===== src/core/stepper_pkg.sv =====
package stepper_pkg;
  localparam int CLK_PERIOD_NS = 50;
  localparam int DEAD_NS       = 500;
  localparam int BLANK_NS      = 3200;
  localparam int OFF_LVL0_NS   = 10000;
  localparam int OFF_LVL1_NS   = 7000;
  localparam int OFF_LVL2_NS   = 4000;
  localparam int OPEN_DLY_NS   = 20000;
  localparam int DEAD_CYC      = (DEAD_NS + CLK_PERIOD_NS - 1) / CLK_PERIOD_NS;
  localparam int BLANK_CYC     = (BLANK_NS + CLK_PERIOD_NS - 1) / CLK_PERIOD_NS;
  localparam int OFF_LVL0_CYC  = (OFF_LVL0_NS + CLK_PERIOD_NS - 1) / CLK_PERIOD_NS;
  localparam int OFF_LVL1_CYC  = (OFF_LVL1_NS + CLK_PERIOD_NS - 1) / CLK_PERIOD_NS;
  localparam int OFF_LVL2_CYC  = (OFF_LVL2_NS + CLK_PERIOD_NS - 1) / CLK_PERIOD_NS;
  localparam int OPEN_DLY_CYC  = OPEN_DLY_NS / CLK_PERIOD_NS;
  localparam int OPEN_CONFIRM  = 3;
  localparam int TMR_W         = 16;
  localparam logic [1:0] LVL0  = 2'h0;
  localparam logic [1:0] LVL1  = 2'h1;
  localparam logic [1:0] LVL2  = 2'h2;

  typedef enum logic [6:0] {
    ST_IDLE  = 7'h01,
    ST_BLANK = 7'h02,
    ST_ON    = 7'h04,
    ST_DEADA = 7'h08,
    ST_SYNC  = 7'h10,
    ST_DEADB = 7'h20,
    ST_FAULT = 7'h40
  } pwm_state_e;
endpackage : stepper_pkg


===== src/core/tmr_if.sv =====
`timescale 1ns/1ps
interface tmr_if #(parameter int W = 16);
  logic         load;
  logic [W-1:0] value;
  logic [W-1:0] remain;
  logic         done;
  modport ctrl (output load, output value, input remain, input done);
  modport tmr  (input load, input value, output remain, output done);
endinterface : tmr_if


===== src/core/interval_timer.sv =====
`timescale 1ns/1ps
module interval_timer #(
  parameter int W = 16
) (
  input wire logic clk,
  input wire logic rst_b,
  tmr_if.tmr       t
);
  logic [W-1:0] cnt_q;
  logic [W-1:0] cnt_d;

  // Loading restarts the interval so a new phase never inherits an old count.
  always_comb begin
    cnt_d = cnt_q;
    if (t.load) begin
      cnt_d = t.value;
    end else if (cnt_q != '0) begin
      cnt_d = cnt_q - 1'b1;
    end
  end

  always_ff @(posedge clk or negedge rst_b) begin
    if (!rst_b) begin
      cnt_q <= '0;
    end else begin
      cnt_q <= cnt_d;
    end
  end

  assign t.remain = cnt_q;
  // Done must not look at load: the controller reloads on done, and that would close a loop.
  assign t.done   = (cnt_q == W'(1));
endmodule : interval_timer


===== src/core/stepper_pwm_offtime_protection.sv =====
`timescale 1ns/1ps
module stepper_pwm_offtime_protection
  import stepper_pkg::*;
#(
  parameter int OFF0  = stepper_pkg::OFF_LVL0_CYC,
  parameter int OFF1  = stepper_pkg::OFF_LVL1_CYC,
  parameter int OFF2  = stepper_pkg::OFF_LVL2_CYC,
  parameter int BLANK = stepper_pkg::BLANK_CYC,
  parameter int DEAD  = stepper_pkg::DEAD_CYC,
  parameter int ODLY  = stepper_pkg::OPEN_DLY_CYC
) (
  input  wire logic       CLK,
  input  wire logic       RST_B,
  input  wire logic       DRIVE_EN,
  input  wire logic [1:0] RATIO_LEVEL,
  input  wire logic       SENSE_TRIP,
  input  wire logic       SHORT_TRIP,
  input  wire logic       SENSE_POS,
  input  wire logic       OVER_TEMP,
  output logic            GATE_DRIVE,
  output logic            GATE_SYNC,
  output logic            FAULT_SHORT,
  output logic            FAULT_OPEN,
  output logic            FAULT_TEMP,
  output logic            OUT_DISABLED
);
  import stepper_pkg::*;

  localparam int CW = 2;
  localparam int NIN = 6;

  // Every input is asynchronous to the oscillator, so all pass two flops.
  logic [NIN-1:0] raw;
  logic [NIN-1:0] sy1_q;
  logic [NIN-1:0] sy2_q;
  assign raw = {DRIVE_EN, RATIO_LEVEL, SENSE_TRIP, SHORT_TRIP, SENSE_POS};
  logic otemp1_q;
  logic otemp2_q;

  always_ff @(posedge CLK or negedge RST_B) begin
    if (!RST_B) begin
      sy1_q    <= '0;
      sy2_q    <= '0;
      otemp1_q <= 1'b0;
      otemp2_q <= 1'b0;
    end else begin
      sy1_q    <= raw;
      sy2_q    <= sy1_q;
      otemp1_q <= OVER_TEMP;
      otemp2_q <= otemp1_q;
    end
  end

  logic       en_s;
  logic [1:0] lvl_s;
  logic       trip_s;
  logic       short_s;
  logic       pos_s;
  logic       temp_s;
  assign {en_s, lvl_s, trip_s, short_s, pos_s} = sy2_q;
  assign temp_s = otemp2_q;

  tmr_if #(.W(TMR_W)) tif ();
  interval_timer #(.W(TMR_W)) u_tmr (
    .clk   (CLK),
    .rst_b (RST_B),
    .t     (tif.tmr)
  );

  pwm_state_e      st_q;
  pwm_state_e      st_d;
  logic [TMR_W-1:0] off_len_q;
  logic [TMR_W-1:0] off_len_d;
  logic [TMR_W-1:0] off_sel;
  logic            gate_on_q;
  logic            gate_on_d;
  logic            gate_sync_q;
  logic            gate_sync_d;
  logic            f_short_q;
  logic            f_short_d;
  logic            f_open_q;
  logic            f_open_d;
  logic            f_temp_q;
  logic            f_temp_d;
  logic            pos_seen_q;
  logic            pos_seen_d;
  logic [CW-1:0]   open_cnt_q;
  logic [CW-1:0]   open_cnt_d;
  logic            confirmed_q;
  logic            confirmed_d;
  logic [TMR_W-1:0] brk_q;
  logic [TMR_W-1:0] brk_d;
  logic            in_off;
  logic            off_end;
  logic            any_fault;

  // The fourth ratio code has no level of its own and uses the shortest one.
  always_comb begin
    unique case (lvl_s)
      LVL0:    off_sel = TMR_W'(OFF0);
      LVL1:    off_sel = TMR_W'(OFF1);
      default: off_sel = TMR_W'(OFF2);
    endcase
  end

  assign in_off    = (st_q == ST_DEADA) || (st_q == ST_SYNC) || (st_q == ST_DEADB);
  assign off_end   = (st_q == ST_DEADB) && tif.done;
  assign any_fault = f_short_d || f_open_d || f_temp_d;

  // Fault latches only ever set; the power-on reset is their only clear.
  always_comb begin
    f_short_d = f_short_q || short_s;
    f_temp_d  = f_temp_q || temp_s;
    f_open_d  = f_open_q;
    pos_seen_d  = pos_seen_q;
    open_cnt_d  = open_cnt_q;
    confirmed_d = confirmed_q;
    brk_d       = brk_q;
    if (in_off && pos_s) begin
      pos_seen_d = 1'b1;
      if (confirmed_q) begin
        brk_d = brk_q + 1'b1;
      end
    end
    if (confirmed_q && (brk_q > TMR_W'(ODLY))) begin
      f_open_d = 1'b1;
    end
    if (off_end) begin
      pos_seen_d = 1'b0;
      if (pos_seen_q || pos_s) begin
        if (open_cnt_q == CW'(OPEN_CONFIRM - 1)) begin
          confirmed_d = 1'b1;
        end else begin
          open_cnt_d = open_cnt_q + 1'b1;
        end
      end else begin
        // A clean interval means the earlier positives were surge noise.
        open_cnt_d  = '0;
        confirmed_d = 1'b0;
        brk_d       = '0;
      end
    end
  end

  always_comb begin
    st_d      = st_q;
    off_len_d = off_len_q;
    tif.load  = 1'b0;
    tif.value = '0;
    if (any_fault) begin
      st_d = ST_FAULT;
    end else begin
      unique case (st_q)
        ST_IDLE: begin
          if (en_s) begin
            st_d      = ST_BLANK;
            tif.load  = 1'b1;
            tif.value = TMR_W'(BLANK);
          end
        end
        ST_BLANK: begin
          if (!en_s) begin
            st_d = ST_IDLE;
          end else if (tif.done) begin
            st_d = ST_ON;
          end
        end
        ST_ON: begin
          if (!en_s) begin
            st_d = ST_IDLE;
          end else if (trip_s) begin
            st_d      = ST_DEADA;
            tif.load  = 1'b1;
            tif.value = off_sel;
            off_len_d = off_sel;
          end
        end
        ST_DEADA: begin
          // The timer was loaded at turn-off, so this leaves exactly DEAD low cycles.
          if (tif.remain <= off_len_q - TMR_W'(DEAD - 1)) begin
            st_d = ST_SYNC;
          end
        end
        ST_SYNC: begin
          if (tif.remain <= TMR_W'(DEAD + 1)) begin
            st_d = ST_DEADB;
          end
        end
        ST_DEADB: begin
          if (tif.done) begin
            if (en_s) begin
              st_d      = ST_BLANK;
              tif.load  = 1'b1;
              tif.value = TMR_W'(BLANK);
            end else begin
              st_d = ST_IDLE;
            end
          end
        end
        ST_FAULT: begin
          st_d = ST_FAULT;
        end
      endcase
    end
    gate_on_d   = (st_d == ST_BLANK) || (st_d == ST_ON);
    gate_sync_d = (st_d == ST_SYNC);
  end

  always_ff @(posedge CLK or negedge RST_B) begin
    if (!RST_B) begin
      st_q        <= ST_IDLE;
      off_len_q   <= '0;
      gate_on_q   <= 1'b0;
      gate_sync_q <= 1'b0;
      f_short_q   <= 1'b0;
      f_open_q    <= 1'b0;
      f_temp_q    <= 1'b0;
      pos_seen_q  <= 1'b0;
      open_cnt_q  <= '0;
      confirmed_q <= 1'b0;
      brk_q       <= '0;
    end else begin
      st_q        <= st_d;
      off_len_q   <= off_len_d;
      gate_on_q   <= gate_on_d;
      gate_sync_q <= gate_sync_d;
      f_short_q   <= f_short_d;
      f_open_q    <= f_open_d;
      f_temp_q    <= f_temp_d;
      pos_seen_q  <= pos_seen_d;
      open_cnt_q  <= open_cnt_d;
      confirmed_q <= confirmed_d;
      brk_q       <= brk_d;
    end
  end

  assign GATE_DRIVE   = gate_on_q;
  assign GATE_SYNC    = gate_sync_q;
  assign FAULT_SHORT  = f_short_q;
  assign FAULT_OPEN   = f_open_q;
  assign FAULT_TEMP   = f_temp_q;
  assign OUT_DISABLED = (st_q == ST_FAULT);

  // Helper: cycles both gates have been low since the last of the two gates fell.
  logic [TMR_W-1:0] low_run_q;
  always_ff @(posedge CLK or negedge RST_B) begin
    if (!RST_B) begin
      low_run_q <= '0;
    end else if (gate_on_q || gate_sync_q) begin
      low_run_q <= '0;
    end else if (low_run_q != '1) begin
      low_run_q <= low_run_q + 1'b1;
    end
  end
endmodule : stepper_pwm_offtime_protection


===== config.mk =====
export PLATFORM = sky130hd
export DESIGN_NAME = stepper_pwm_offtime_protection
export DESIGN_NICKNAME = d
export VERILOG_FILES = /design/src/core/stepper_pkg.sv /design/src/core/tmr_if.sv /design/src/core/interval_timer.sv /design/src/core/stepper_pwm_offtime_protection.sv
export SDC_FILE = /design/constraint.sdc
export NUM_CORES = 1
export LEC_CHECK = 0
export ABC_AREA = 1
export BUFFER_PORTS_ARGS = -buffer_cell sky130_fd_sc_hd__buf_2
export CAP_MARGIN = 0
export CORE_UTILIZATION = 60
export DETAILED_ROUTE_END_ITERATION = 6
export PLACE_DENSITY = 0.85
export SLEW_MARGIN = 10
export SYNTH_ARGS = -nofsm -noshare
export SYNTH_HDL_FRONTEND = slang
export SYNTH_SLANG_ARGS = --single-unit

===== constraint.sdc =====
create_clock -name CLK -period 2.9 [get_ports CLK]
set_input_delay 0.29 -clock CLK [delete_from_list [all_inputs] [get_ports CLK]]
set_output_delay 0.29 -clock CLK [all_outputs]
set_load 0.05 [all_outputs]

==> results.json, run 1 <==
{
  "synthFlopType": "dfrtp_1",
  "fin_skew_ns": 0.01275,
  "core_area_um2": 6386,
  "setup_slack_ns": 0.3728,
  "cts_buffer_depth": 2,
  "syn_area_per_cell_um2": 8.253,
  "drtAntennaViolNets": 0,
  "port_buffers": 14,
  "slowest_stage": "dfrtp_1",
  "routedWlPerCell_um": 14.45,
  "rsz0062_at_grt": "no",
  "grt_usage_pct": 27.24,
  "dieHeight_um": 83.51,
  "cts_tree": "yes",
  "p_clk_share_pct": 32.9,
  "dp_worst_setup_slack_ns": 0.4327,
  "slowest_delay_ns": 0.41,
  "setup_viol": 0,
  "grt_pass1_wl_um": 15010,
  "hold_viol": 0,
  "die_area_um2": 6974,
  "startpoint_type": "register",
  "cts_made_buffers": 9,
  "syn-cell-area_um2": 3986,
  "antenna_cells": 0,
  "sw_frac_of_total_pct": 32.13,
  "grt_max_degree": 27,
  "synth_commonest_cells": "nand2_1, dfrtp_1, inv_1",
  "p_int_mw": 1.740,
  "netlist_top_cells_area": "dfrtp_1, ha_1, nand2_1, inv_1, nor2_1",
  "max_slew_margin_pct": 61.02,
  "synth.most_common_cell": "nand2_1",
  "firstDrtPassIters": 5,
  "layout-drive-gt1-share_pct": 18.06,
  "gp_congestion": 0.9225,
  "holdCritPathClass": "in2reg",
  "total_power_mw": 2.563,
  "path_cells": "ha_1 > inv_1 > ha_1 > nand2_1 > ha_1 > nand2_1 > inv_1 > nand3_1 > nor3_1 > nand3b_1 > nand3_1 > nand3_1 > nand2_1 > nand2_1 > nand3_1 > nor2_1",
  "p_comb_share_pct": 20.2,
  "fmax_mhz": 395.7,
  "yosys.area.top_type": "dfrtp_1",
  "dieWidth_um": 83.51,
  "critical_path_arrival_ns": 2.76,
  "ir_worst_vdd_mv": 0.4477,
  "critPathMaxFanout": 3,
  "clkSinkCount": 66,
  "netlist.area_leader.share_pct": 40.80,
  "timing.final.crit_share_pct": 87.14,
  "synth_seq_cells": 66,
  "drtIter0Drc": 253,
  "drv_slew": 0,
  "setup.worst_path.class": "reg2reg",
  "seq_area_frac_synth_pct": 41.46,
  "cap_violations": 0,
  "synth_cells": 483,
  "required_ns": 3.13,
  "grt-ovfl-total": 0,
  "synth-edff-count": 0,
  "drt_drc_violations_left": 0,
  "grt_pass1_vias": 3433,
  "clk_pin_slew_ns": 0.08,
  "power_density_nw_per_um2": 585.0,
  "vias_per_cell": 5.569,
  "synth_nets": 516,
  "worst_setup_path_end_kind": "register",
  "finalCriticalPeriod_ns": 2.527,
  "async_reset_ff_share_pct": 100.0,
  "initial_core_util_pct": 62.42,
  "clockRootBuffer": "clkbuf_8",
  "setup_tns_ns": 0,
  "worstMarginPinSlew_ns": 0.5847,
  "switching_power_mw": 0.8234,
  "rows": 29,
  "nets": 543,
  "htree_levels": 3,
  "vias": 3297,
  "synthesis.yosys.warnings": 0,
  "boundaryPins": 15,
  "status": "complete, no violations",
  "antenna_found_initial": 0,
  "wl_um": 8555,
  "clkLatencyLatePin_ns": 0.35,
  "areaGrowthSynthToFinish_pct": 9.918,
  "seqPwrFrac_pct": 46.8,
  "place_hpwl_um": 6530,
  "leakagePower_nw": 2.206,
  "synth_cell_types": 43
}
-- cells by family after synthesis --
logic type	share of synthesized area, %
buffers and inverters	7.910
AO/OA/AOI/OAI	10.17
flip-flops	41.46
AND/OR/NAND/NOR	30.07
XOR/XNOR	2.856
adder cells (fa/ha/maj)	7.533
-- through the flow --
stage	area, µm²	hold WS, ns	util (%)	instances
2_1_floorplan	3986	-0.005591	-	483
3_3_place_gp	4160	0.3268	65.15	575
3_5_place_dp	4160	0.3188	65.15	575
4_1_cts	4382	0.03109	68.61	592
5_1_grt	4382	0.02992	68.61	592
6_report	4382	0.04081	68.61	592
-- worst paths after layout --
| kind | startpoint | endpoint | slack, ns | cells past startpoint |
|---|---|---|---|---|
| hold / removal | SHORT_TRIP | sy1_q[1] | 0.04 | 1 |
| setup reg to reg | off_len_q[2] | GATE_DRIVE | 0.37 | 16 |
| max in group asynchronous | RST_B | FAULT_TEMP | 1.72 | 3 |
| setup / recovery | off_len_q[2] | GATE_DRIVE | 0.37 | 16 |
| min in group asynchronous | RST_B | off_len_q[4] | 0.46 | 2 |
| hold reg to reg | sy1_q[4] | sy2_q[4] | 0.36 | 0 |
-- flip-flops by register name, indices dropped and copies added (netlist names) --
name and count:
FAULT_SHORT 1, off_len_q 4, pos_seen_q 1, sy2_q 6, otemp1_q 1, brk_q 16
otemp2_q 1, open_cnt_q 2, FAULT_OPEN 1, sy1_q 6, u_tmr.t.remain 16, st_q 7
FAULT_TEMP 1, confirmed_q 1, GATE_SYNC 1, GATE_DRIVE 1
-- power groups by stage --
stage | clock network [mW] | registers, mW | logic, mW
floorplan | 0 | 1.16 | 0.402
global placement | 0 | 1.20 | 0.489
detailed placement | 0 | 1.21 | 0.509
CTS | 0.848 | 1.20 | 0.519
global route | 0.888 | 1.22 | 0.608
finish | 0.844 | 1.20 | 0.518
-- critical path: cells and delay by family, from the launching register on --
| kind | cells | cell delay [ns] |
|---|---|---|
| DFF | 1 | 0.41 |
| and+or+nand+nor | 11 | 1.18 |
| buffers and inverters | 2 | 0.13 |
| adders and majority gates | 3 | 0.68 |
-- metal layers --
layer / track usage [%] / share of wire, % / vias up
li1: - / - / 1613
met1: 32.03 / 42 / 1581
met2: 48.58 / 52 / 85
met3: 5.341 / 4.3 / 18
met4: 11.56 / 2.1 / 0
met5: 0 / 0 / -
-- cells in the final DEF, fill, tap and decap left out, types with 5 or more instances in the layout --
cell type	count
nand3b_1	5
buf_2	14
nand2_1	70
nand2_2	11
o21ai_0	30
a21oi_1	24
nor3_1	10
clkbuf_8	9
nor2_4	8
nand4_1	5
nand3_1	37
inv_1	65
nor2_1	58
xnor2_1	5
a21oi_2	5
nor2_2	8
ha_1	24
inv_2	10
xor2_1	8
dfrtp_1	65
-- timing repair --
item                      in CTS  in global routing
hold buffers                   1                  0
setup buffers                  0                  0
hold endpoints to repair      23                  0
resized for setup              0                  0
-- final cells by class --
| class | instances | area, µm² |
|---|---|---|
| fillers | 508 | 2004 |
| multi-input cells | 337 | 2018 |
| clock buffers | 12 | 135.1 |
| repair buffers | 18 | 102.6 |
| inverters | 78 | 300.3 |
| flip-flops and latches | 66 | 1653 |
| well taps | 77 | 96.34 |
| clock inverters | 4 | 76.32 |
Power figures use the tool's default switching activity.
==> run 2, diff against run 1 <==
Clock period 2.9 ns to 3 ns, I/O delays scaled along.
==> run 2 against run 1 <==
Effect of this change:
- largest power group unchanged
- sequential power decreased by 3%
- critical endpoint unchanged
- sequential share of layout area unchanged
- die area unchanged
==> results.json, run 2 (synthesis results as in run 1) <==
{
  "startpoint_type": "register",
  "drt_drc_violations_left": 0,
  "final_area_um2": 4382,
  "cp.depth": 16,
  "leakagePower_nw": 2.206,
  "antenna_cells": 0,
  "layout-drive-gt1-share_pct": 18.06,
  "cts_buffer_depth": 2,
  "cts_made_buffers": 9,
  "cap_violations": 0,
  "routedWlPerCell_um": 14.30,
  "cp-endpoint": "GATE_DRIVE",
  "total_power_mw": 2.479,
  "ir_worst_vdd_mv": 0.4266,
  "seqPwrFrac_pct": 46.9,
  "clockRootBuffer": "clkbuf_8",
  "grt_pass1_wl_um": 14540,
  "fmax_mhz": 401.3,
  "wl_um": 8467,
  "p_int_mw": 1.682,
  "dp_worst_setup_slack_ns": 0.5441,
  "initial_core_util_pct": 62.42,
  "grt_pass1_vias": 3358,
  "core_area_um2": 6386,
  "final_common_cell": "nand2_1",
  "rows": 29,
  "clk_pin_slew_ns": 0.07,
  "areaGrowthSynthToFinish_pct": 9.918,
  "power_density_nw_per_um2": 565.9,
  "slowest_stage": "dfrtp_1",
  "critPathMaxFanout": 3,
  "boundaryPins": 15,
  "dpl.cell_count": 575,
  "setup.worst_path.class": "reg2reg",
  "drtIter0Drc": 256,
  "critical_path_arrival_ns": 2.73,
  "crit-reg2reg-launch": "off_len_q[2]",
  "final_cells": 592,
  "sw_frac_of_total_pct": 32.16,
  "hold_viol": 0,
  "fin_skew_ns": 0.008081,
  "nets": 543,
  "cts_setup_buffers": 0,
  "holdCritPathClass": "in2reg",
  "slowest_delay_ns": 0.41,
  "drtAntennaViolNets": 0,
  "rrSetupSlack_ns": 0.51,
  "final_cell_mix": "nand2_1, dfrtp_1, inv_1",
  "clkSinkCount": 66,
  "required_ns": 3.24,
  "die_area_um2": 6974,
  "whs_ns": 0.04884,
  "port_buffers": 14,
  "finalCriticalPeriod_ns": 2.492,
  "p_clk_share_pct": 32.9,
  "max_slew_margin_pct": 60.81,
  "cts_tree": "yes",
  "grt-ovfl-total": 0,
  "clkLatencyLatePin_ns": 0.35,
  "p_comb_share_pct": 20.2,
  "fin_util_pct": 68.61,
  "vias_per_cell": 5.571,
  "crit_path_start": "off_len_q[2]",
  "dpl-instance-area_um2": 4160,
  "cts_resized": 0,
  "switching_power_mw": 0.7974,
  "grt_max_degree": 27,
  "place_hpwl_um": 6483,
  "antenna_found_initial": 0,
  "critPathBufInv": 2,
  "path_cells": "ha_1 > inv_1 > ha_1 > nand2_1 > ha_1 > nand2_1 > inv_1 > nand3_1 > nor3_1 > nand3b_1 > nand3_1 > nand3_1 > nand2_1 > nand2_1 > nand3_1 > nor2_1",
  "critical_path.top_delay_family": "simple AND/OR/NAND/NOR gates",
  "htree_levels": 3,
  "status": "complete, no violations",
  "timing.final.crit_share_pct": 83.06,
  "grt_usage_pct": 26.48,
  "worst_r2r_endpoint": "GATE_DRIVE",
  "top_regs": "brk_q x16, u_tmr.t.remain x16, st_q x7",
  "drv_slew": 0,
  "setup_tns_ns": 0,
  "rsz0062_at_grt": "no",
  "setup_viol": 0,
  "postCtsHoldBufs": 1,
  "setup_slack_ns": 0.5082,
  "worst_setup_path_end_kind": "register",
  "firstDrtPassIters": 5,
  "rr_worst_depth": 16,
  "dieHeight_um": 83.51,
  "gp_congestion": 0.9226,
  "worstMarginPinSlew_ns": 0.5879,
  "dieWidth_um": 83.51,
  "vias": 3298
}
## run 2: cell counts in the layout (fill, tap and decap cells not counted)
No cell type changed its count.
## run 2: worst min-delay path by stage
stage	from	end	cells after the start
after global routing	SENSE_POS	sy1_q[0]	1
final	DRIVE_EN	sy1_q[5]	1
after detailed placement	RST_B	off_len_q[4]	1
after global placement	sy1_q[5]	sy2_q[5]	0
after CTS	SHORT_TRIP	sy1_q[1]	1
after floorplan	RST_B	FAULT_OPEN	0
## run 2: layer usage
layer	share of wire [%]	vias up	track usage (%)	routed length [µm]
li1	-	1611	-	-
met1	44	1589	30.68	3706
met2	51	77	48.14	4301
met3	3.5	21	5.143	298
met4	1.9	0	10.48	160
met5	0	-	0	0
## run 2: cell type report
cell class                 count  area [µm²]
multi-input combinational    337        2018
inverter                      78       300.3
clock inverter                 4       76.32
timing repair buffer          18       102.6
tap                           77       96.34
sequential                    66        1653
clock buffer                  12       135.1
fill                         500        2004
## run 2: power by group through the flow
stage          Sequential, mW  Clock [mW]  Combinational (mW)
2_1_floorplan            1.12           0               0.388
3_3_place_gp             1.16           0               0.473
3_5_place_dp             1.17           0               0.492
4_1_cts                  1.16       0.824               0.501
5_1_grt                  1.18       0.863               0.586
6_report                 1.16       0.817               0.501
